$ cat config.mk
export PLATFORM = sky130hd
export DESIGN_NAME = plm_top
export DESIGN_NICKNAME = d
export VERILOG_FILES = /design/src/pkg/plm_pkg.sv /design/src/rtl/plm_err_window.sv /design/src/rtl/plm_top.sv
export SDC_FILE = /design/constraint.sdc
export NUM_CORES = 1
export LEC_CHECK = 0
export ABC_AREA = 1
export BUFFER_PORTS_ARGS = -buffer_cell sky130_fd_sc_hd__buf_4
export CELL_PAD_IN_SITES_DETAIL_PLACEMENT = 1
export CELL_PAD_IN_SITES_GLOBAL_PLACEMENT = 1
export CORE_MARGIN = 4
export CORE_UTILIZATION = 43
export DETAILED_ROUTE_END_ITERATION = 6
export GPL_TIMING_DRIVEN = 0
export PLACE_DENSITY_LB_ADDON = 0.1
export SLEW_MARGIN = 25
export SYNTH_ARGS = -nofsm -noshare
export SYNTH_HDL_FRONTEND = slang
export SYNTH_SLANG_ARGS = --single-unit
export TNS_END_PERCENT = 5
$ cat constraint.sdc
create_clock -name I_MCLK -period 4.3 [get_ports I_MCLK]
set_input_delay 0.215 -clock I_MCLK [delete_from_list [all_inputs] [get_ports I_MCLK]]
set_output_delay 0.215 -clock I_MCLK [all_outputs]
set_load 0.01 [all_outputs]
$ cat src/pkg/plm_pkg.sv
// Shared constants for the primary-rate line maintenance block.
package plm_pkg;
   // Register byte offsets on the AXI4-Lite bus.
   localparam logic [7:0] PLM_OFS_CTRL = 8'h00;
   localparam logic [7:0] PLM_OFS_STATUS = 8'h04;
   localparam logic [7:0] PLM_OFS_INT_STATUS = 8'h08;
   localparam logic [7:0] PLM_OFS_INT_MASK = 8'h0c;
   localparam int PLM_ADDR_W = 8;

   // Control register fields.
   localparam int PLM_CTRL_ESF = 0;
   localparam int PLM_CTRL_LINE_EN = 1;
   localparam int PLM_CTRL_PAYLOAD_EN = 2;
   localparam int PLM_CTRL_PRM_EN = 3;
   localparam int PLM_CTRL_THR_LSB = 8;
   localparam int PLM_THR_W = 3;

   // Control reset values: extended superframe, both loop controls on, reports off.
   localparam logic PLM_RST_ESF = 1'b1;
   localparam logic PLM_RST_LINE_EN = 1'b1;
   localparam logic PLM_RST_PAYLOAD_EN = 1'b1;
   localparam logic PLM_RST_PRM_EN = 1'b0;
   localparam logic [2:0] PLM_RST_THR = 3'h0;
   localparam logic [2:0] PLM_THR_MAX = 3'h5;

   // Status register fields.
   localparam int PLM_ST_LINE_LOOP = 0;
   localparam int PLM_ST_PAYLOAD_LOOP = 1;
   localparam int PLM_ST_EER = 2;
   localparam int PLM_ST_LEVEL_LSB = 8;

   // Interrupt status and mask fields.
   localparam int PLM_INT_LINE_LOOP = 0;
   localparam int PLM_INT_PAYLOAD_LOOP = 1;
   localparam int PLM_INT_EER = 2;
   localparam int PLM_INT_PRM = 3;
   localparam int PLM_INT_W = 4;

   // AXI response codes.
   localparam logic [1:0] PLM_RESP_OKAY = 2'h0;
   localparam logic [1:0] PLM_RESP_SLVERR = 2'h2;

   // Error rate levels, index 0 is the highest rate.
   localparam int PLM_LEVELS = 6;
   localparam int PLM_CNT_W = 12;
   localparam int PLM_SEC_W = 12;
   localparam int PLM_SHORT_S = 10;
   localparam int PLM_MINUTE_S = 60;
   localparam int PLM_LONG_S = 3 * 15 * 60;
   localparam int PLM_PERIOD_S [PLM_LEVELS] =
      '{PLM_SHORT_S, PLM_MINUTE_S, PLM_MINUTE_S, PLM_MINUTE_S, PLM_LONG_S, PLM_LONG_S};
   localparam int PLM_LIMIT [PLM_LEVELS] = '{1535, 921, 92, 9, 41, 4};

   // Number of input pins passed through the synchroniser.
   localparam int PLM_SYNC_W = 7;
   localparam int PLM_IN_LSTART = 0;
   localparam int PLM_IN_LSTOP = 1;
   localparam int PLM_IN_PSTART = 2;
   localparam int PLM_IN_PSTOP = 3;
   localparam int PLM_IN_CRC = 4;
   localparam int PLM_IN_SEC = 5;
   localparam int PLM_IN_PERMIT = 6;
endpackage

$ cat src/rtl/plm_err_window.sv
// Error counter over fixed, back-to-back periods for one error rate level.
`timescale 1ns/10ps
module plm_err_window #(
   parameter int PERIOD_S = 10,
   parameter int LIMIT = 1535
) (
   input wire logic i_clk,
   input wire logic i_rst,
   input wire logic i_ce,
   input wire logic i_enable,
   input wire logic i_tick,
   input wire logic i_err,
   output logic o_flag
);
   localparam logic [plm_pkg::PLM_SEC_W-1:0] LAST_SEC = plm_pkg::PLM_SEC_W'(PERIOD_S - 1);
   localparam logic [plm_pkg::PLM_CNT_W-1:0] LIMIT_C = plm_pkg::PLM_CNT_W'(LIMIT);
   localparam logic [plm_pkg::PLM_CNT_W-1:0] CNT_ONE = 12'h001;

   logic [plm_pkg::PLM_SEC_W-1:0] sec_cnt;
   logic [plm_pkg::PLM_CNT_W-1:0] err_cnt;
   logic [plm_pkg::PLM_CNT_W-1:0] next_err_cnt;
   logic period_end;

   // Counter saturates so that a long error burst cannot wrap below a limit.
   always_comb begin
      next_err_cnt = err_cnt;
      if (i_err && (err_cnt != '1)) begin
         next_err_cnt = err_cnt + CNT_ONE;
      end
   end

   assign period_end = i_tick && (sec_cnt == LAST_SEC);

   // RL14: consecutive periods.
   always_ff @(posedge i_clk) begin
      if (i_rst || !i_enable) begin
         sec_cnt <= '0;
      end else if (i_ce && i_tick) begin
         sec_cnt <= period_end ? '0 : sec_cnt + 1'b1;
      end
   end

   always_ff @(posedge i_clk) begin
      if (i_rst || !i_enable) begin
         err_cnt <= '0;
      end else if (i_ce) begin
         err_cnt <= period_end ? '0 : next_err_cnt;
      end
   end

   // RL14: flag at period end.
   always_ff @(posedge i_clk) begin
      if (i_rst || !i_enable) begin
         o_flag <= 1'b0;
      end else if (i_ce && period_end) begin
         o_flag <= (next_err_cnt > LIMIT_C);
      end
   end
endmodule

$ cat src/rtl/plm_top.sv
// Line maintenance: framing select, network loopbacks, reports and error rate.
// Functional notes
// RL1: Selected framing, D4 or extended superframe, applies both directions; ESF after reset.
// RL2: Line loop control enabled by default; start command enters if permitted, stop leaves.
// RL3: With line loop control disabled, start and stop commands are ignored.
// RL4: ESF and payload control enabled: start enters payload loop if permitted, stop ends.
// RL5: With payload loop control disabled, payload start and stop commands are ignored.
// RL6: Reporting on and ESF: send a performance report every second; off by default.
// RL7: In ESF, excessive error rate judged from CRC6 counts; six levels, first after reset.
// RL8: Highest level: declare above 1535 errors per 10 s, clear below 1536.
// RL9: Second level: above 921 per 60 s or higher condition; clear below 922.
// RL10: Third level: above 92 per 60 s or higher condition; clear below 93.
// RL11: Fourth level: above 9 per 60 s or higher condition; clear below 10.
// RL12: Fifth level: above 41 over three 15 minute intervals or higher; clear below 42.
// RL13: Lowest level: above 4 over three 15 minute intervals or higher; clear below 5.
// RL14: Each threshold uses back-to-back periods; flag updated at each period end.
`timescale 1ns/10ps
module plm_top (
   input wire logic I_MCLK,
   input wire logic I_SYS_RST,
   input wire logic I_CE,
   input wire logic I_AXI_AWVALID,
   output logic O_AXI_AWREADY,
   input wire logic [7:0] I_AXI_AWADDR,
   input wire logic I_AXI_WVALID,
   output logic O_AXI_WREADY,
   input wire logic [31:0] I_AXI_WDATA,
   input wire logic [3:0] I_AXI_WSTRB,
   output logic O_AXI_BVALID,
   input wire logic I_AXI_BREADY,
   output logic [1:0] O_AXI_BRESP,
   input wire logic I_AXI_ARVALID,
   output logic O_AXI_ARREADY,
   input wire logic [7:0] I_AXI_ARADDR,
   output logic O_AXI_RVALID,
   input wire logic I_AXI_RREADY,
   output logic [31:0] O_AXI_RDATA,
   output logic [1:0] O_AXI_RRESP,
   input wire logic I_LINE_LOOP_START_COMMAND,
   input wire logic I_LINE_LOOP_STOP_COMMAND,
   input wire logic I_PAYLOAD_LOOP_START_COMMAND,
   input wire logic I_PAYLOAD_LOOP_STOP_COMMAND,
   input wire logic I_CRC6_ERROR,
   input wire logic I_ONE_SECOND,
   input wire logic I_LOOP_PERMIT,
   output logic O_ESF_MODE,
   output logic O_LINE_LOOPBACK,
   output logic O_PAYLOAD_LOOPBACK,
   output logic O_EXCESSIVE_ERROR_RATE,
   output logic O_PERFORMANCE_REPORT_MESSAGE,
   output logic [11:0] O_REPORT_ERROR_COUNT,
   output logic O_IRQ
);
   localparam logic [11:0] CNT_ONE = 12'h001;
   logic esf, line_en, payload_en, prm_en;
   logic [plm_pkg::PLM_THR_W-1:0] thr_sel;
   logic [plm_pkg::PLM_SYNC_W-1:0] sync_a, sync_b, sync_c, rise;
   logic lstart, lstop, pstart, pstop, crc_err, sec_tick, permit;
   logic line_loopback, payload_loopback, next_line_loopback, next_payload_loopback;
   logic [plm_pkg::PLM_LEVELS-1:0] level_flag;
   logic excessive_error_rate, next_eer, prm_fire;
   logic [11:0] sec_err_cnt;
   logic [plm_pkg::PLM_INT_W-1:0] int_status, int_mask, int_set, int_clr;
   logic aw_held, w_held, do_write, ar_hs, rd_ok, wr_ok;
   logic [plm_pkg::PLM_ADDR_W-1:0] aw_addr;
   logic [31:0] w_data, rd_mux;
   logic [3:0] w_strb;

   // Pins come from the line side, so two flops precede any logic.
   always_ff @(posedge I_MCLK) begin
      if (I_SYS_RST) begin
         sync_a <= '0;
         sync_b <= '0;
         sync_c <= '0;
      end else if (I_CE) begin
         sync_a <= {I_LOOP_PERMIT, I_ONE_SECOND, I_CRC6_ERROR, I_PAYLOAD_LOOP_STOP_COMMAND,
                    I_PAYLOAD_LOOP_START_COMMAND, I_LINE_LOOP_STOP_COMMAND,
                    I_LINE_LOOP_START_COMMAND};
         sync_b <= sync_a;
         sync_c <= sync_b;
      end
   end

   // Strobes may last several clocks, so only their rising edge counts.
   genvar gi;
   generate
      for (gi = 0; gi < plm_pkg::PLM_SYNC_W; gi++) begin : g_rise
         assign rise[gi] = I_CE && sync_b[gi] && !sync_c[gi];
      end
   endgenerate

   assign lstart = rise[plm_pkg::PLM_IN_LSTART];
   assign lstop = rise[plm_pkg::PLM_IN_LSTOP];
   assign pstart = rise[plm_pkg::PLM_IN_PSTART];
   assign pstop = rise[plm_pkg::PLM_IN_PSTOP];
   assign crc_err = rise[plm_pkg::PLM_IN_CRC];
   assign sec_tick = rise[plm_pkg::PLM_IN_SEC];
   assign permit = sync_b[plm_pkg::PLM_IN_PERMIT];

   // Line loopback; stop wins when both commands land together.
   always_comb begin
      next_line_loopback = line_loopback;
      // RL2: network line loop control.
      if (line_en) begin
         if (lstop) begin
            next_line_loopback = 1'b0;
         end else if (lstart && permit && !payload_loopback) begin
            next_line_loopback = 1'b1;
         end
      end
      // RL3: disabled control ignores commands, the line loop simply holds.
   end

   // Payload loopback needs ESF; a change to D4 drops it because the loop lives in ESF.
   always_comb begin
      next_payload_loopback = payload_loopback;
      // RL5: disabled control ignores commands.
      if (!esf) begin
         next_payload_loopback = 1'b0;
      // RL4: network payload loop control.
      end else if (payload_en) begin
         if (pstop) begin
            next_payload_loopback = 1'b0;
         end else if (pstart && permit && !next_line_loopback) begin
            next_payload_loopback = 1'b1;
         end
      end
   end

   always_ff @(posedge I_MCLK) begin
      if (I_SYS_RST) begin
         line_loopback <= 1'b0;
         payload_loopback <= 1'b0;
      end else if (I_CE) begin
         line_loopback <= next_line_loopback;
         payload_loopback <= next_payload_loopback;
      end
   end

   // RL8 RL9 RL10 RL11 RL12 RL13: one window per level.
   generate
      for (gi = 0; gi < plm_pkg::PLM_LEVELS; gi++) begin : g_level
         plm_err_window #(
            .PERIOD_S(plm_pkg::PLM_PERIOD_S[gi]),
            .LIMIT(plm_pkg::PLM_LIMIT[gi])
         ) u_window (
            .i_clk(I_MCLK),
            .i_rst(I_SYS_RST),
            .i_ce(I_CE),
            .i_enable(esf),
            .i_tick(sec_tick),
            .i_err(crc_err),
            .o_flag(level_flag[gi])
         );
      end
   endgenerate

   // RL7: ESF only, selected level or any higher one.
   always_comb begin
      next_eer = 1'b0;
      for (int k = 0; k < plm_pkg::PLM_LEVELS; k++) begin
         if (esf && (k <= int'(thr_sel)) && level_flag[k]) begin
            next_eer = 1'b1;
         end
      end
   end

   always_ff @(posedge I_MCLK) begin
      if (I_SYS_RST) begin
         excessive_error_rate <= 1'b0;
      end else if (I_CE) begin
         excessive_error_rate <= next_eer;
      end
   end

   // RL6: one report per second.
   assign prm_fire = sec_tick && esf && prm_en;

   // The report carries the CRC6 errors seen in the second that just ended.
   always_ff @(posedge I_MCLK) begin
      if (I_SYS_RST) begin
         sec_err_cnt <= '0;
         O_PERFORMANCE_REPORT_MESSAGE <= 1'b0;
         O_REPORT_ERROR_COUNT <= '0;
      end else if (I_CE) begin
         O_PERFORMANCE_REPORT_MESSAGE <= prm_fire;
         if (sec_tick) begin
            sec_err_cnt <= '0;
         end else if (crc_err && (sec_err_cnt != '1)) begin
            sec_err_cnt <= sec_err_cnt + CNT_ONE;
         end
         if (prm_fire) begin
            O_REPORT_ERROR_COUNT <= sec_err_cnt + (crc_err ? CNT_ONE : 12'h000);
         end
      end
   end

   // Interrupt events; a set in the clearing cycle survives.
   always_comb begin
      int_set = '0;
      int_set[plm_pkg::PLM_INT_LINE_LOOP] = next_line_loopback != line_loopback;
      int_set[plm_pkg::PLM_INT_PAYLOAD_LOOP] = next_payload_loopback != payload_loopback;
      int_set[plm_pkg::PLM_INT_EER] = next_eer != excessive_error_rate;
      int_set[plm_pkg::PLM_INT_PRM] = prm_fire;
      int_clr = '0;
      if (do_write && wr_ok && (aw_addr == plm_pkg::PLM_OFS_INT_STATUS) && w_strb[0]) begin
         int_clr = w_data[plm_pkg::PLM_INT_W-1:0];
      end
   end

   always_ff @(posedge I_MCLK) begin
      if (I_SYS_RST) begin
         int_status <= '0;
      end else if (I_CE) begin
         int_status <= (int_status & ~int_clr) | int_set;
      end
   end

   // Bus write address and data are taken independently.
   always_ff @(posedge I_MCLK) begin
      if (I_SYS_RST) begin
         aw_held <= 1'b0;
         w_held <= 1'b0;
         aw_addr <= '0;
         w_data <= '0;
         w_strb <= '0;
         O_AXI_AWREADY <= 1'b0;
         O_AXI_WREADY <= 1'b0;
      end else if (I_CE) begin
         if (I_AXI_AWVALID && O_AXI_AWREADY) begin
            aw_held <= 1'b1;
            aw_addr <= I_AXI_AWADDR;
            O_AXI_AWREADY <= 1'b0;
         end else begin
            if (do_write) begin
               aw_held <= 1'b0;
            end
            O_AXI_AWREADY <= !aw_held && !O_AXI_BVALID;
         end
         if (I_AXI_WVALID && O_AXI_WREADY) begin
            w_held <= 1'b1;
            w_data <= I_AXI_WDATA;
            w_strb <= I_AXI_WSTRB;
            O_AXI_WREADY <= 1'b0;
         end else begin
            if (do_write) begin
               w_held <= 1'b0;
            end
            O_AXI_WREADY <= !w_held && !O_AXI_BVALID;
         end
      end
   end

   assign do_write = aw_held && w_held && !O_AXI_BVALID;
   assign wr_ok = (aw_addr == plm_pkg::PLM_OFS_CTRL) || (aw_addr == plm_pkg::PLM_OFS_STATUS)
      || (aw_addr == plm_pkg::PLM_OFS_INT_STATUS) || (aw_addr == plm_pkg::PLM_OFS_INT_MASK);

   always_ff @(posedge I_MCLK) begin
      if (I_SYS_RST) begin
         O_AXI_BVALID <= 1'b0;
         O_AXI_BRESP <= plm_pkg::PLM_RESP_OKAY;
      end else if (I_CE) begin
         if (do_write) begin
            O_AXI_BVALID <= 1'b1;
            O_AXI_BRESP <= wr_ok ? plm_pkg::PLM_RESP_OKAY : plm_pkg::PLM_RESP_SLVERR;
         end else if (I_AXI_BREADY) begin
            O_AXI_BVALID <= 1'b0;
         end
      end
   end

   // Configuration writes; an out-of-range threshold leaves the old one in place.
   always_ff @(posedge I_MCLK) begin
      if (I_SYS_RST) begin
         // RL1: ESF after reset.
         esf <= plm_pkg::PLM_RST_ESF;
         line_en <= plm_pkg::PLM_RST_LINE_EN;
         payload_en <= plm_pkg::PLM_RST_PAYLOAD_EN;
         prm_en <= plm_pkg::PLM_RST_PRM_EN;
         // RL7: first level after reset.
         thr_sel <= plm_pkg::PLM_RST_THR;
         int_mask <= '0;
      end else if (I_CE && do_write) begin
         if ((aw_addr == plm_pkg::PLM_OFS_CTRL) && w_strb[0]) begin
            esf <= w_data[plm_pkg::PLM_CTRL_ESF];
            line_en <= w_data[plm_pkg::PLM_CTRL_LINE_EN];
            payload_en <= w_data[plm_pkg::PLM_CTRL_PAYLOAD_EN];
            prm_en <= w_data[plm_pkg::PLM_CTRL_PRM_EN];
         end
         if ((aw_addr == plm_pkg::PLM_OFS_CTRL) && w_strb[1]
             && (w_data[plm_pkg::PLM_CTRL_THR_LSB +: plm_pkg::PLM_THR_W]
                 <= plm_pkg::PLM_THR_MAX)) begin
            thr_sel <= w_data[plm_pkg::PLM_CTRL_THR_LSB +: plm_pkg::PLM_THR_W];
         end
         if ((aw_addr == plm_pkg::PLM_OFS_INT_MASK) && w_strb[0]) begin
            int_mask <= w_data[plm_pkg::PLM_INT_W-1:0];
         end
      end
   end

   always_comb begin
      rd_mux = '0;
      rd_ok = 1'b1;
      unique case (I_AXI_ARADDR)
         plm_pkg::PLM_OFS_CTRL: begin
            rd_mux[plm_pkg::PLM_CTRL_ESF] = esf;
            rd_mux[plm_pkg::PLM_CTRL_LINE_EN] = line_en;
            rd_mux[plm_pkg::PLM_CTRL_PAYLOAD_EN] = payload_en;
            rd_mux[plm_pkg::PLM_CTRL_PRM_EN] = prm_en;
            rd_mux[plm_pkg::PLM_CTRL_THR_LSB +: plm_pkg::PLM_THR_W] = thr_sel;
         end
         plm_pkg::PLM_OFS_STATUS: begin
            rd_mux[plm_pkg::PLM_ST_LINE_LOOP] = line_loopback;
            rd_mux[plm_pkg::PLM_ST_PAYLOAD_LOOP] = payload_loopback;
            rd_mux[plm_pkg::PLM_ST_EER] = excessive_error_rate;
            rd_mux[plm_pkg::PLM_ST_LEVEL_LSB +: plm_pkg::PLM_LEVELS] = level_flag;
         end
         plm_pkg::PLM_OFS_INT_STATUS: begin
            rd_mux[plm_pkg::PLM_INT_W-1:0] = int_status;
         end
         plm_pkg::PLM_OFS_INT_MASK: begin
            rd_mux[plm_pkg::PLM_INT_W-1:0] = int_mask;
         end
         default: begin
            rd_ok = 1'b0;
         end
      endcase
   end
   assign ar_hs = I_AXI_ARVALID && O_AXI_ARREADY;

   always_ff @(posedge I_MCLK) begin
      if (I_SYS_RST) begin
         O_AXI_ARREADY <= 1'b0;
         O_AXI_RVALID <= 1'b0;
         O_AXI_RDATA <= '0;
         O_AXI_RRESP <= plm_pkg::PLM_RESP_OKAY;
      end else if (I_CE) begin
         if (ar_hs) begin
            O_AXI_ARREADY <= 1'b0;
            O_AXI_RVALID <= 1'b1;
            O_AXI_RDATA <= rd_mux;
            O_AXI_RRESP <= rd_ok ? plm_pkg::PLM_RESP_OKAY : plm_pkg::PLM_RESP_SLVERR;
         end else begin
            if (O_AXI_RVALID && I_AXI_RREADY) begin
               O_AXI_RVALID <= 1'b0;
            end
            O_AXI_ARREADY <= !O_AXI_RVALID;
         end
      end
   end

   // Outputs; framing applies to both directions of the line.
   always_ff @(posedge I_MCLK) begin
      if (I_SYS_RST) begin
         O_ESF_MODE <= plm_pkg::PLM_RST_ESF;
         O_LINE_LOOPBACK <= 1'b0;
         O_PAYLOAD_LOOPBACK <= 1'b0;
         O_EXCESSIVE_ERROR_RATE <= 1'b0;
         O_IRQ <= 1'b0;
      end else if (I_CE) begin
         // RL1: framing to line.
         O_ESF_MODE <= esf;
         O_LINE_LOOPBACK <= next_line_loopback;
         O_PAYLOAD_LOOPBACK <= next_payload_loopback;
         O_EXCESSIVE_ERROR_RATE <= next_eer;
         O_IRQ <= |(((int_status & ~int_clr) | int_set) & int_mask);
      end
   end
endmodule

**After elaboration in Yosys (flattened, before gate mapping)**

Index checks and enable logic that the tools add are counted.
Widths: inputs -> output; s select.

- Mux-type cells: 52
- Magnitude comparators: 12
- Reductions and logical operators: 104
- Add/subtract/negate cells: 14
- Equal/unequal tests: 22
- Bitwise gates (word level): 4

Operators by type and width:

| operator | number |
|---|---|
| $mux 12 | 20 |
| $add 12x1->12 const B | 13 |
| $ne 12x12->1 const B | 7 |
| $logic_and 1x1->1 | 65 |
| $eq 12x6->1 const B | 3 |
| $eq 8x4->1 const B | 4 |
| $reduce_and 2->1 | 13 |
| $mux 1 | 25 |
| $eq 12x12->1 const B | 2 |
| $eq 8x3->1 const B | 2 |
| $logic_not 8->1 | 2 |
| $logic_not 1->1 | 13 |
| $add 12x1->12 | 1 |
| $eq 12x4->1 const B | 1 |
| $gt 12x10->1 const B | 1 |
| $gt 12x11->1 const B | 1 |
| $gt 12x3->1 const B | 1 |
| $gt 12x4->1 const B | 1 |
| $gt 12x6->1 const B | 1 |
| $gt 12x7->1 const B | 1 |
| $pmux 3 s4 | 1 |
| $reduce_bool 2->1 | 5 |
| $and 4x4->4 | 2 |
| $reduce_or 4->1 | 2 |
| other kinds (13) | 21 |

- Bits in registers: 257
- Input bits: 67
- Word-level logic and storage cells: 257

**Depth between registers and ports, before layout**

Gate-level depths: netlist of the first run.

- Depth after elaboration: 17
- Gate-level depth with buffers: 15

**Hierarchy**

From an unflattened synthesis of the first run, not the netlist that was laid out.

- Cell total of the unflattened synthesis: 2,061
- Area, all modules: 14,041.0 µm²

By module, submodules not included:

| module | cells each | sequential area each (µm²) | area each (µm²) | instances |
|---|---|---|---|---|
| plm_top | 643 | 2,021.9 | 4,729.5 | 1 |
| plm_err_window at g_level[3].u_window | 249 | 500.5 | 1,629.1 | 1 |
| plm_err_window at g_level[2].u_window | 242 | 500.5 | 1,591.5 | 1 |
| plm_err_window at g_level[5].u_window | 247 | 500.5 | 1,587.8 | 1 |
| plm_err_window at g_level[1].u_window | 242 | 500.5 | 1,571.5 | 1 |
| plm_err_window at g_level[4].u_window | 229 | 500.5 | 1,535.2 | 1 |
| plm_err_window at g_level[0].u_window | 209 | 500.5 | 1,396.3 | 1 |

**Worst setup path before layout of the first run**

No wires, ideal clock.

- Kind: register to register
- Start point: register sync_b[4] (netlist bit)
- End point: register O_REPORT_ERROR_COUNT[10]
- Data arrival time: 1.858 ns
- Clock period less this slack: 1.973 ns
- Library setup time: 0.115 ns
- Cell stages (with the launch flop): 13
- Setup slack: 2.327 ns
- Path through: dfxtp_1 nand2_1 nor2_4 buf_2 ha_1 ha_1 nand2_1 nor2_1 inv_1 nor3_1 xor2_1 o21ai_0 inv_1

- Word-level cells in the longest chain between the ends: 4

Ends and longest elaborated chain:

| element | RTL line | RTL |
|---|---|---|
| start, declared | plm_top.sv:57 | `logic [plm_pkg::PLM_SYNC_W-1:0] sync_a, sync_b, sync_c, rise;` |
| start signal, assigned | plm_top.sv:79 | `sync_b <= sync_a;` |
| $logic_and 1x1->1 (2 in series) | plm_top.sv:88 | `assign rise[gi] = I_CE && sync_b[gi] && !sync_c[gi];` |
| $mux 1 | plm_top.sv:193 | `O_REPORT_ERROR_COUNT <= sec_err_cnt + (crc_err ? CNT_ONE : 12'h000);` |
| $add 12x1->12 | plm_top.sv:193 |  |
| end signal, assigned | plm_top.sv:193 |  |
| end, declared | plm_top.sv:51 | `output logic [11:0] O_REPORT_ERROR_COUNT,` |

No other way between the ends.
A chain may end at the register's enable or synchronous reset.

**Final worst setup path of the first run**

Same ends and word-level chain as after synthesis.

==> key figures, run 1 <==
Outcome
  • Status: complete, no violations

Layout
  • Share of cells above drive strength 1: 0.0981
  • Fin cells: 2422
  • Syn-to-layout area delta: 17.7%
  • Final net count: 2102
  • Antenna cells: 0
  • FF+latch area: 5020 um^2
  • Fill cells: 3836
  • Area of the multi-input gates: 6590 um^2

STA
  • Pin slew with the least headroom to its limit: 0.765 ns
  • Final Hold Fails: 0
  • Fmax: 351 MHz
  • Slew Limit Fails: 0
  • Fin crit period: 2.85 ns
  • Relative slew slack: 0.485
  • Final Cycle Share: 0.663
  • Fin Setup TNS: 0 ns
  • Setup violators final: 0
  • Clk_skew: 0.00844 ns
  • RSZ-0062 raised after global routing: false
  • Final worst slack: 1.45 ns
  • Hold_ws: 0.0227 ns

Global routing
  • First-pass GRT wire length: 66100 um
  • Vias in the first global route: 13200
  • All-Layer GR Usage: 0.238
  • Largest net degree at the start of global routing: 15
  • Global route total overflow: 0
  • Initial antenna violation count: 0

Critical path
  • Critical Path Start Type: register
  • Crit path max fanout: 10
  • Worst path required time: 4.74 ns
  • Arrival @ worst endpoint: 3.29 ns
  • CP Capture Type: register
  • Kind of critical path: reg2reg

Placed design
  • HPWL Detailed: 29100 um
  • Buffers on Ports: 73
  • Placer's final routability congestion estimate: 0.864
  • Placed cell count: 2349
  • Placement Setup Slack: 1.39 ns

Clock network
  • CTS tree: yes
  • Cts bufs inserted: 29
  • H-tree Lvls: 1
  • CTS root buffer: clkbuf_16
  • Clk_lat worst skew: 0.55 ns
  • # Post-CTS Setup Buffers: 0
  • Clk pin slew, worst setup/hold paths: 0.06 ns
  • CTS Sinks: 251
  • Longest Clk Path Bufs: 3

Detailed routing
  • DR WL/cell: 16.4 um
  • Routed Antenna Nets: 0
  • Detailed Routing Iterations Pass 1: 4
  • Via Count: 12700
  • Vias per cell: 5.26
  • Drt total wl: 39600 um
  • DRC Markers: 0
  • Initial drt markers: 593

Die
  • Initial Util: 0.441
  • Die Footprint: 32600 um^2
  • Die width: 180 um
  • Core Region: 29000 um^2
  • Row cnt: 62
  • Die Span Y: 180 um
  • # IOs: 126

Yosys
  • Syn_area_per_cell: 6.84 um^2
  • Cells after synthesis: 1869
  • Syn Std Cell Area: 12800 um^2
  • Seq/Total Area, Yosys: 0.393
  • Post-synth EDFFs: 0
  • Post-synth top flop: dfxtp_1
  • Post-synthesis sequential element count: 251
  • Syn. warnings: 0
  • Yosys cell types: 49
  • Ys async rst share: 0

Pwr
  • Pwr dens: 348 nW/um^2
  • Total power: 0.00524 W
  • Max IR drop VDD: 0.324 mV
  • Leak: 6.20 nW

Run
  • MaxCap Viol Count: 0

Hold path
  • Min-Delay Path Class: in2reg
## sequential cells by signal, summed over array words and instances, names as in the netlist, 2 cells and up
name	flops
g_level.u_window.sec_cnt	72
O_REPORT_ERROR_COUNT	12
w_data	7
aw_addr	8
thr_sel	3
O_AXI_RDATA	10
sync_a	7
g_level.u_window.o_flag	6
w_strb	2
g_level.u_window.err_cnt	72
sync_b	7
int_mask	4
sync_c	6
sec_err_cnt	12
int_status	4
## critical path, stage by stage (launching register included)
cell and delay [ns]:
dfxtp_1 0.34, nand2_1 0.10, nor2_4 0.46, buf_2 0.44, ha_1 0.29, ha_1 0.23
nand2_1 0.08, nor2_1 0.18, inv_1 0.08, nor3_1 0.19, xor2_1 0.12, o21ai_0 0.17
inv_1 0.06
## area by class of cell
class	instances	area share
plain buffers	70	0.0268
clock buffers	45	0.0555
clock inverters	5	0.00524
inverters	230	0.0573
multi-input cells	1341	0.438
flip-flops and latches	251	0.334
well taps	384	0.0319
repair buffers	96	0.0517
## metal layers
metal	GRT usage	share of wire
met5	0	0
met4	0.0535	0.022
met3	0.0291	0.034
met2	0.412	0.47
met1	0.319	0.47
## final timing paths
kind                                startpoint                       end  slack, ns  cells after the start
worst max-delay path                 sync_b[4]  O_REPORT_ERROR_COUNT[10]       1.45                     12
worst min-delay path            I_AXI_WSTRB[0]                 w_strb[0]       0.02                      3
worst max register to register       sync_b[4]  O_REPORT_ERROR_COUNT[10]       1.45                     12
worst min register to register       w_strb[1]                 w_strb[1]       0.45                      2
## cell usage in the layout, fill, tap and decap left out, types with 7 or more instances in the layout
cell,instances
a21oi_1,116
clkbuf_1,41
xnor2_1,7
nor2_1,230
dfxtp_1,251
o211ai_1,7
nor3_1,91
a211oi_1,11
ha_1,16
xor2_1,40
clkbuf_16,29
nor2_2,12
buf_2,8
dlygate4sd3_1,23
inv_1,221
nand4_1,34
o21ai_0,109
nand2_1,414
nand3_1,122
nor3b_1,17
buf_4,100
conb_1,24
nor4_1,18
and3_1,7
## metrics by stage
step            util  cell area [um^2]
6_report       0.519             15100
5_1_grt        0.519             15100
4_1_cts        0.519             15100
3_5_place_dp   0.479             13900
3_3_place_gp   0.479             13900
2_1_floorplan      -             12900
## repair_timing
item / in CTS / in global routing
hold buffers: 23 / 0
gates resized for setup: 0 / 0
endpoints found under the hold margin: 23 / 0
## logic make-up after synthesis
kind of cell / after synthesis / synth area share
compound gates: 271 / 0.115
xor+xnor: 47 / 0.0322
fa+ha+maj: 16 / 0.0157
buf+inv: 300 / 0.0991
flops: 251 / 0.393
other cells: 1 / 0.000293
simple gates: 983 / 0.345
## Yosys cell counts (2+ instances only)
cell type	count	area (um^2)
buf_4	27	203
inv_1	221	830
a21oi_1	116	581
a22o_1	3	26.3
a211oi_1	11	82.6
nand4_1	34	213
a31oi_1	2	12.5
xor2_1	40	350
o21bai_1	5	37.5
nand2_2	6	37.5
clkbuf_1	30	113
o22ai_1	3	18.8
nand3_1	122	611
xnor2_1	7	61.3
nor3_1	92	460
nor3_2	5	50.1
nor3b_1	17	128
nand3_2	6	60.1
nor4_2	2	25.0
buf_2	8	40.0
inv_2	6	22.5
o21ai_1	2	10.0
nor4_1	18	113
clkinv_1	3	11.3
o21a_1	6	45.0
nand2_1	414	1550
dfxtp_1	251	5020
o211ai_1	7	52.6
o21ai_0	109	546
buf_6	4	45.0
nor2_1	230	863
nor2_2	12	75.1
ha_1	16	200
nand3b_1	6	45.0
nor2_4	4	45.0
and3_1	7	43.8
nand2_4	4	45.0
o221ai_1	2	17.5
## where the power goes
part           internal [W]  switching (W)  leakage, nW  total [W]
clock               0.00144       0.000969        0.447    0.00241
combinational      0.000149       0.000256         3.72   0.000405
sequential          0.00238      0.0000479         2.03    0.00243
total               0.00397        0.00127         6.20    0.00524
(Power assumes the default switching activity.)
==> run 2: changes to the inputs <==
--- a/config.mk
+++ b/config.mk
@@ -5,7 +5,7 @@
 export SDC_FILE = /design/constraint.sdc
 export NUM_CORES = 1
 export LEC_CHECK = 0
-export ABC_AREA = 1
+export ABC_AREA = 0
 export BUFFER_PORTS_ARGS = -buffer_cell sky130_fd_sc_hd__buf_4
 export CELL_PAD_IN_SITES_DETAIL_PLACEMENT = 1
 export CELL_PAD_IN_SITES_GLOBAL_PLACEMENT = 1
==> constraint.sdc (replaced) <==
create_clock -name I_MCLK -period 3 [get_ports I_MCLK]
set_input_delay 0.15 -clock I_MCLK [delete_from_list [all_inputs] [get_ports I_MCLK]]
set_output_delay 0.15 -clock I_MCLK [all_outputs]
set_load 0.01 [all_outputs]
==> key figures, run 2 <==
Outcome
  • Status: complete, no violations (unchanged)

STA
  • Fmax: 351 MHz (about the same)
  • RSZ-0062 raised after global routing: false (unchanged)
  • Final Hold Fails: 0 (unchanged)
  • Clk_skew: 0.0203 ns (was 0.00844 ns)
  • Relative slew slack: 0.367 (was 0.485)
  • Setup violators final: 0 (unchanged)
  • Final Cycle Share: 0.950 (was 0.663)
  • Fin Setup TNS: 0 ns (unchanged)
  • Slew Limit Fails: 0 (unchanged)
  • Pin slew with the least headroom to its limit: 0.949 ns (was 0.765 ns)
  • Fin crit period: 2.85 ns (about the same)

Global routing
  • Largest net degree at the start of global routing: 15 (unchanged)
  • Global route total overflow: 0 (unchanged)
  • Vias in the first global route: 12000 (was 13200)
  • First-pass GRT wire length: 62900 um (was 66100 um)
  • All-Layer GR Usage: 0.240 (was 0.238)
  • Initial antenna violation count: 0 (unchanged)

Detailed routing
  • DRC Markers: 0 (unchanged)
  • Initial drt markers: 510 (was 593)
  • Vias per cell: 5.66 (was 5.26)
  • Wire length on met3: 1420 um (was 1340 um)
  • Metal2 WL: 18800 um (was 18700 um)
  • Detailed Routing Iterations Pass 1: 5 (was 4)
  • Via Count: 11800 (was 12700)
  • Drt total wl: 38500 um (was 39600 um)
  • DR WL/cell: 18.5 um (was 16.4 um)
  • DR top layer: met4 (unchanged)
  • Routed Antenna Nets: 0 (unchanged)
  • Metal1 wirelength: 17500 um (was 18700 um)

Layout
  • Most frequent cells in the layout: dfxtp_1 (251), nor2_1 (197), nand2_1 (152), buf_4 (100), o21ai_0 (92) (was nand2_1 (414), dfxtp_1 (251), nor2_1 (230), inv_1 (221), nand3_1 (122))
  • Commonest non-fill, non-tap cell in the layout: dfxtp_1 (was nand2_1)
  • Fin cells: 2080 (was 2422)
  • Syn-to-layout area delta: 19.4% (was 17.7%)
  • Top flop regs: g_level.u_window.err_cnt x72, g_level.u_window.sec_cnt x72 (unchanged)
  • Share of cells above drive strength 1: 0.123 (was 0.0981)
  • Area of the multi-input gates: 7060 um^2 (was 6590 um^2)
  • Final net count: 1756 (was 2102)
  • FF+latch area: 5020 um^2 (unchanged)
  • Final design utilization: 0.521 (was 0.519)
  • Antenna cells: 0 (unchanged)
  • Fill cells: 3494 (was 3836)

Critical path
  • Critical path depth: 7 (was 12)
  • Kind of critical path: reg2reg (unchanged)
  • Critical Path Start Type: register (unchanged)
  • Reg2reg path depth: 7 (was 12)
  • CP cell instances: nand3b_1 > buf_2 > buf_2 > buf_1 > a21oi_1 > a221oi_1 > a21oi_2 (was nand2_1 > nor2_4 > buf_2 > ha_1 > ha_1 > nand2_1 > nor2_1 > inv_1 > nor3_1 > xor2_1 > o21ai_0 > inv_1)
  • CP Capture Type: register (unchanged)
  • CP Buf/Inv Count: 3 (unchanged)
  • Slowest cell on crit path: a221oi_1 (was nor2_4)
  • Crit path top cell by count: buf_2
  • Worst path required time: 3.42 ns (was 4.74 ns)
  • Crit path max fanout: 10 (unchanged)
  • Max incr delay on CP: 0.58 ns (was 0.46 ns)
  • Arrival @ worst endpoint: 3.27 ns (was 3.29 ns)
  • Critical path's top delay family: buffers and inverters (was simple AND/OR/NAND/NOR gates)

Yosys
  • Synth Area in XOR/XNOR: 0.0697 (was 0.0322)
  • Top cell type's share of synthesized area: 0.400 (was 0.393)
  • Cells after synthesis: 1517 (was 1869)
  • Simple-gate share of the synthesized area: 0.263 (was 0.345)
  • Fraction of the mapped netlist area in adder cells: 0.0159 (was 0.0157)
  • Largest family of logic cells by synthesized area: simple AND/OR/NAND/NOR gates (unchanged)
  • Most frequent cells after synthesis: dfxtp_1 (251), nor2_1 (197), nand2_1 (152) (was nand2_1 (414), dfxtp_1 (251), nor2_1 (230))
  • Syn_area_per_cell: 8.28 um^2 (was 6.84 um^2)
  • Post-synth top flop: dfxtp_1 (unchanged)
  • Syn Std Cell Area: 12600 um^2 (was 12800 um^2)
  • Syn. warnings: 0 (unchanged)
  • Post-synth top area cell: dfxtp_1 (unchanged)
  • Mux cell area share after synthesis: 0.0427 (was 0)
  • Synth area leaders: dfxtp_1 (40%), nor2_1 (5.9%), xor2_1 (4.6%), nand2_1 (4.5%), o21ai_0 (3.7%) (was dfxtp_1 (39%), nand2_1 (12%), nor2_1 (6.7%), inv_1 (6.5%), nand3_1 (4.8%))
  • Ys async rst share: 0 (unchanged)
  • Synth Area in Compound Gates: 0.163 (was 0.115)
  • Yosys cell types: 91 (was 49)
  • Seq/Total Area, Yosys: 0.400 (was 0.393)
  • Most common cell in the netlist: dfxtp_1 (was nand2_1)
  • Post-synth EDFFs: 0 (unchanged)
  • Post-synthesis sequential element count: 251 (unchanged)

Pwr
  • Max IR drop VDD: 0.312 mV (was 0.324 mV)
  • Leak: 5.52 nW (was 6.20 nW)
  • Pwr dens: 500 nW/um^2 (was 348 nW/um^2)

Die
  • # IOs: 126 (unchanged)
  • Core Region: 28800 um^2 (was 29000 um^2)
  • Row cnt: 62 (unchanged)
  • Die width: 179 um (was 180 um)
  • Die Span Y: 179 um (was 180 um)
  • Initial Util: 0.436 (was 0.441)
  • Die Footprint: 32000 um^2 (was 32600 um^2)

Clock network
  • Cts bufs inserted: 29 (unchanged)
  • CTS Sinks: 251 (unchanged)
  • Longest Clk Path Bufs: 3 (unchanged)
  • Clk pin slew, worst setup/hold paths: 0.06 ns (about the same)
  • CTS root buffer: clkbuf_16 (unchanged)
  • Clk_lat worst skew: 0.56 ns (was 0.55 ns)
  • # Post-CTS Setup Buffers: 0 (unchanged)
  • CTS tree: yes (unchanged)
  • H-tree Lvls: 1 (unchanged)

Placed design
  • Buffers on Ports: 73 (unchanged)
  • HPWL Detailed: 27000 um (was 29100 um)
  • Placed cell count: 1997 (was 2349)
  • Placer's final routability congestion estimate: 0.845 (was 0.864)

Hold path
  • Min-Delay Path Class: in2reg (unchanged)
  • WHS Path Cells: 4 (was 3)

Run
  • MaxCap Viol Count: 0 (unchanged)
==> run 2: cell count changes after synthesis, sizes merged, moves of 39 or more <==
cell	change
inv	-210
mux2i	+39
nand2	-272
nand3	-57
nor2	-49
nor3	-60
==> run 2: what timing repair did <==
action | 4_1_cts | 5_1_grt
resized for setup | 1 | 6
setup endpoints to repair | 2 | 14
endpoints found under the hold margin | 29 | 0
hold buffers | 29 | 0
==> run 2: worst min-delay path, stage by stage <==
cell and delay, ns:
buf_4 0.14, a22o_1 0.15, a22oi_1 0.06, nor2_1 0.08
==> run 2: cell type report <==
type | count | share of cell area
flip-flops and latches | 251 | 0.335
clock buffers | 43 | 0.0579
plain buffers | 102 | 0.0348
multi-input cells | 1170 | 0.471
repair buffers | 102 | 0.0559
inverters | 17 | 0.00442
well taps | 384 | 0.0320
clock inverters | 11 | 0.00935
==> run 2: metrics by stage <==
step	instance area [um^2]	hold WS (ns)	power, W	worst slack, ns
floorplan	12600	0.286	0.00367	0.828
global placement	13700	0.387	0.00382	-0.246
detailed placement	13700	0.394	0.00383	-0.298
CTS	15000	0.0188	0.00757	0.0167
global route	15000	0.0749	0.00777	0.0183
finish	15000	0.0447	0.00750	0.150
==> run 2: per-layer routing <==
| layer | up-vias | GRT usage |
|---|---|---|
| li1 | 5713 | - |
| met1 | 5813 | 0.314 |
| met2 | 190 | 0.419 |
| met3 | 55 | 0.0316 |
| met4 | 0 | 0.0550 |
| met5 | - | 0 |
==> run 2: where the power goes <==
group          total, W  internal (W)  leakage, nW  switching, W
sequential      0.00339       0.00336         2.03     0.0000259
clock           0.00371       0.00225        0.499       0.00146
combinational  0.000401      0.000156         2.99      0.000245
total           0.00750       0.00577         5.52       0.00173
==> run 2: path summary, 6_finish.rpt <==
kind,start,slack [ns],to
worst max-delay path,sync_b[4],0.15,g_level[5].u_window.o_flag
worst min-delay path,I_AXI_ARADDR[3],0.04,O_AXI_RDATA[3]
worst max register to register,sync_b[4],0.15,g_level[5].u_window.o_flag
worst min register to register,aw_addr[1],0.45,aw_addr[1]
==> run 2: cells by family after synthesis <==
family	after synthesis
other	1
multiplexers	49
XOR/XNOR	100
buffers and inverters	119
AO/OA/AOI/OAI	319
AND/OR/NAND/NOR	662
flip-flops	251
adder cells (fa/ha/maj)	16
==> run 3: changes to the inputs <==
--- a/config.mk
+++ b/config.mk
@@ -10,9 +10,10 @@
 export CELL_PAD_IN_SITES_DETAIL_PLACEMENT = 1
 export CELL_PAD_IN_SITES_GLOBAL_PLACEMENT = 1
 export CORE_MARGIN = 4
-export CORE_UTILIZATION = 43
+export CORE_UTILIZATION = 45
 export DETAILED_ROUTE_END_ITERATION = 6
 export GPL_TIMING_DRIVEN = 0
+export MAX_ROUTING_LAYER = met4
 export PLACE_DENSITY_LB_ADDON = 0.1
 export SLEW_MARGIN = 25
 export SYNTH_ARGS = -nofsm -noshare
==> key figures, run 3 (synthesis results as in run 2) <==
Placed design
  • HPWL Detailed: 27100 um (was 27000 um)
  • Buffers on Ports: 73 (unchanged)
  • Placer's final routability congestion estimate: 0.889 (was 0.845)
  • Placement Setup Slack: -0.326 ns (was -0.298 ns)

Clock network
  • CTS tree: yes (unchanged)
  • Clk_lat worst skew: 0.55 ns (was 0.56 ns)
  • Cts bufs inserted: 29 (unchanged)
  • H-tree Lvls: 1 (unchanged)
  • CTS Sinks: 251 (unchanged)
  • Longest Clk Path Bufs: 3 (unchanged)
  • # Post-CTS Setup Buffers: 0 (unchanged)
  • Clk pin slew, worst setup/hold paths: 0.06 ns (about the same)
  • CTS root buffer: clkbuf_16 (unchanged)

STA
  • Slew Limit Fails: 0 (unchanged)
  • Fmax: 350 MHz (was 351 MHz)
  • Setup violators final: 0 (unchanged)
  • Final worst slack: 0.145 ns (was 0.150 ns)
  • Fin crit period: 2.85 ns (about the same)
  • Clk_skew: 0.00841 ns (was 0.0203 ns)
  • Relative slew slack: 0.347 (was 0.367)
  • Hold_ws: 0.0393 ns (was 0.0447 ns)
  • Final Hold Fails: 0 (unchanged)
  • Pin slew with the least headroom to its limit: 0.971 ns (was 0.949 ns)
  • RSZ-0062 raised after global routing: false (unchanged)
  • Final Cycle Share: 0.952 (was 0.950)

Critical path
  • CP Buf/Inv Count: 1 (was 3)
  • Critical path's top delay family: simple AND/OR/NAND/NOR gates (was buffers and inverters)
  • Arrival @ worst endpoint: 3.32 ns (was 3.27 ns)
  • CP Capture Type: register (unchanged)
  • Crit path max fanout: 10 (unchanged)
  • Kind of critical path: reg2reg (unchanged)
  • Critical Path Start Type: register (unchanged)
  • Worst path required time: 3.47 ns (was 3.42 ns)
  • Slowest cell on crit path: nor2b_1 (was a221oi_1)
  • CP cell instances: nor2b_1 > nand2_1 > clkbuf_1 > o21ai_0 > nand2_1 > o21ai_0 (was nand3b_1 > buf_2 > buf_2 > buf_1 > a21oi_1 > a221oi_1 > a21oi_2)
  • Max incr delay on CP: 0.72 ns (was 0.58 ns)

Global routing
  • Global route total overflow: 0 (unchanged)
  • Vias in the first global route: 12400 (was 12000)
  • Largest net degree at the start of global routing: 18 (was 15)
  • Initial antenna violation count: 0 (unchanged)
  • First-pass GRT wire length: 64500 um (was 62900 um)
  • All-Layer GR Usage: 0.260 (was 0.240)

Die
  • # IOs: 126 (unchanged)
  • Die Span Y: 175 um (was 179 um)
  • Die Footprint: 30600 um^2 (was 32000 um^2)
  • Row cnt: 60 (was 62)
  • Initial Util: 0.462 (was 0.436)
  • Die width: 175 um (was 179 um)
  • Core Region: 27200 um^2 (was 28800 um^2)

Hold path
  • Min-Delay Path Class: in2reg (unchanged)

Layout
  • Area of the multi-input gates: 7050 um^2 (was 7060 um^2)
  • Share of cells above drive strength 1: 0.121 (was 0.123)
  • Syn-to-layout area delta: 19.1% (was 19.4%)
  • Commonest non-fill, non-tap cell in the layout: dfxtp_1 (unchanged)
  • Most frequent cells in the layout: dfxtp_1 (251), nor2_1 (197), nand2_1 (152), buf_4 (101), o21ai_0 (92) (was dfxtp_1 (251), nor2_1 (197), nand2_1 (152), buf_4 (100), o21ai_0 (92))
  • FF+latch area: 5020 um^2 (unchanged)
  • Final net count: 1753 (was 1756)
  • Top flop regs: g_level.u_window.err_cnt x72, g_level.u_window.sec_cnt x72 (unchanged)
  • Fill cells: 3292 (was 3494)
  • Antenna cells: 0 (unchanged)

Pwr
  • Leak: 5.51 nW (was 5.52 nW)
  • Pwr dens: 505 nW/um^2 (was 500 nW/um^2)
  • Max IR drop VDD: 0.412 mV (was 0.312 mV)

Detailed routing
  • Detailed Routing Iterations Pass 1: 5 (unchanged)
  • Vias per cell: 5.73 (was 5.66)
  • DR WL/cell: 19.2 um (was 18.5 um)
  • Initial drt markers: 592 (was 510)
  • DRC Markers: 0 (unchanged)
  • Drt total wl: 39600 um (was 38500 um)
  • Via Count: 11800 (about the same)
  • Routed Antenna Nets: 0 (unchanged)

Outcome
  • Status: complete, no violations (unchanged)

Run
  • MaxCap Viol Count: 0 (unchanged)
## run 3: changes by cell type in the layout (fill, tap and decap cells not counted), moves of 2 or more
cell / before / now
clkbuf_8: 9 / 12
dlygate4sd3_1: 29 / 27
clkinv_2: 5 / 2
clkbuf_1: 56 / 58
## run 3: per-layer routing
| metal | GRT usage | part of all wire | vias to the layer above |
|---|---|---|---|
| met5 | - | 0 | - |
| li1 | - | - | 5695 |
| met4 | 0.0671 | 0.025 | 0 |
| met3 | 0.0396 | 0.041 | 66 |
| met1 | 0.319 | 0.44 | 5832 |
| met2 | 0.451 | 0.49 | 238 |
## run 3: area by class of cell
cell class	instances	share of cell area
clock inverter	6	0.00727
tap	372	0.0311
inverter	17	0.00443
clock buffer	48	0.0613
timing repair buffer	100	0.0547
sequential	251	0.336
multi-input combinational	1170	0.471
buffer	101	0.0341
## run 3: power breakdown
part / internal, W / leakage [nW] / switching, W
logic: 0.000154 / 2.98 / 0.000248
registers: 0.00336 / 2.03 / 0.0000287
clock network: 0.00233 / 0.507 / 0.00144
## run 3: worst reg2reg max path: cells and delay by family, from the launching register on
family                 cells  cell delay, ns
flip-flops                 1            0.55
AO/OA/AOI/OAI              2            0.26
buffers and inverters      1            0.48
AND/OR/NAND/NOR            3            1.49
## run 3: stage by stage
stage / power (W) / utilization / std cells / setup TNS (ns) / cell area, um^2
4_1_cts: 0.00760 / 0.550 / 2065 / 0 / 15000
3_3_place_gp: 0.00382 / 0.503 / 1985 / -0.760 / 13700
2_1_floorplan: 0.00367 / - / 1540 / 0 / 12600
5_1_grt: 0.00779 / 0.551 / 2065 / 0 / 15000
3_5_place_dp: 0.00382 / 0.503 / 1985 / -1.01 / 13700
6_report: 0.00756 / 0.551 / 2065 / 0 / 15000
## run 3: final timing paths
kind	from	endpoint	slack, ns	depth (start not counted)
setup / recovery	esf	g_level[4].u_window.err_cnt[8]	0.15	6
hold / removal	I_AXI_ARVALID	O_AXI_ARREADY	0.04	4
setup reg to reg	esf	g_level[4].u_window.err_cnt[8]	0.15	6
hold reg to reg	aw_addr[7]	aw_addr[7]	0.46	2
## run 3: what timing repair did
action,CTS,global route
hold endpoints to repair,27,0
hold buffers,27,0
endpoints found under the setup margin,4,1
resized for setup,2,2
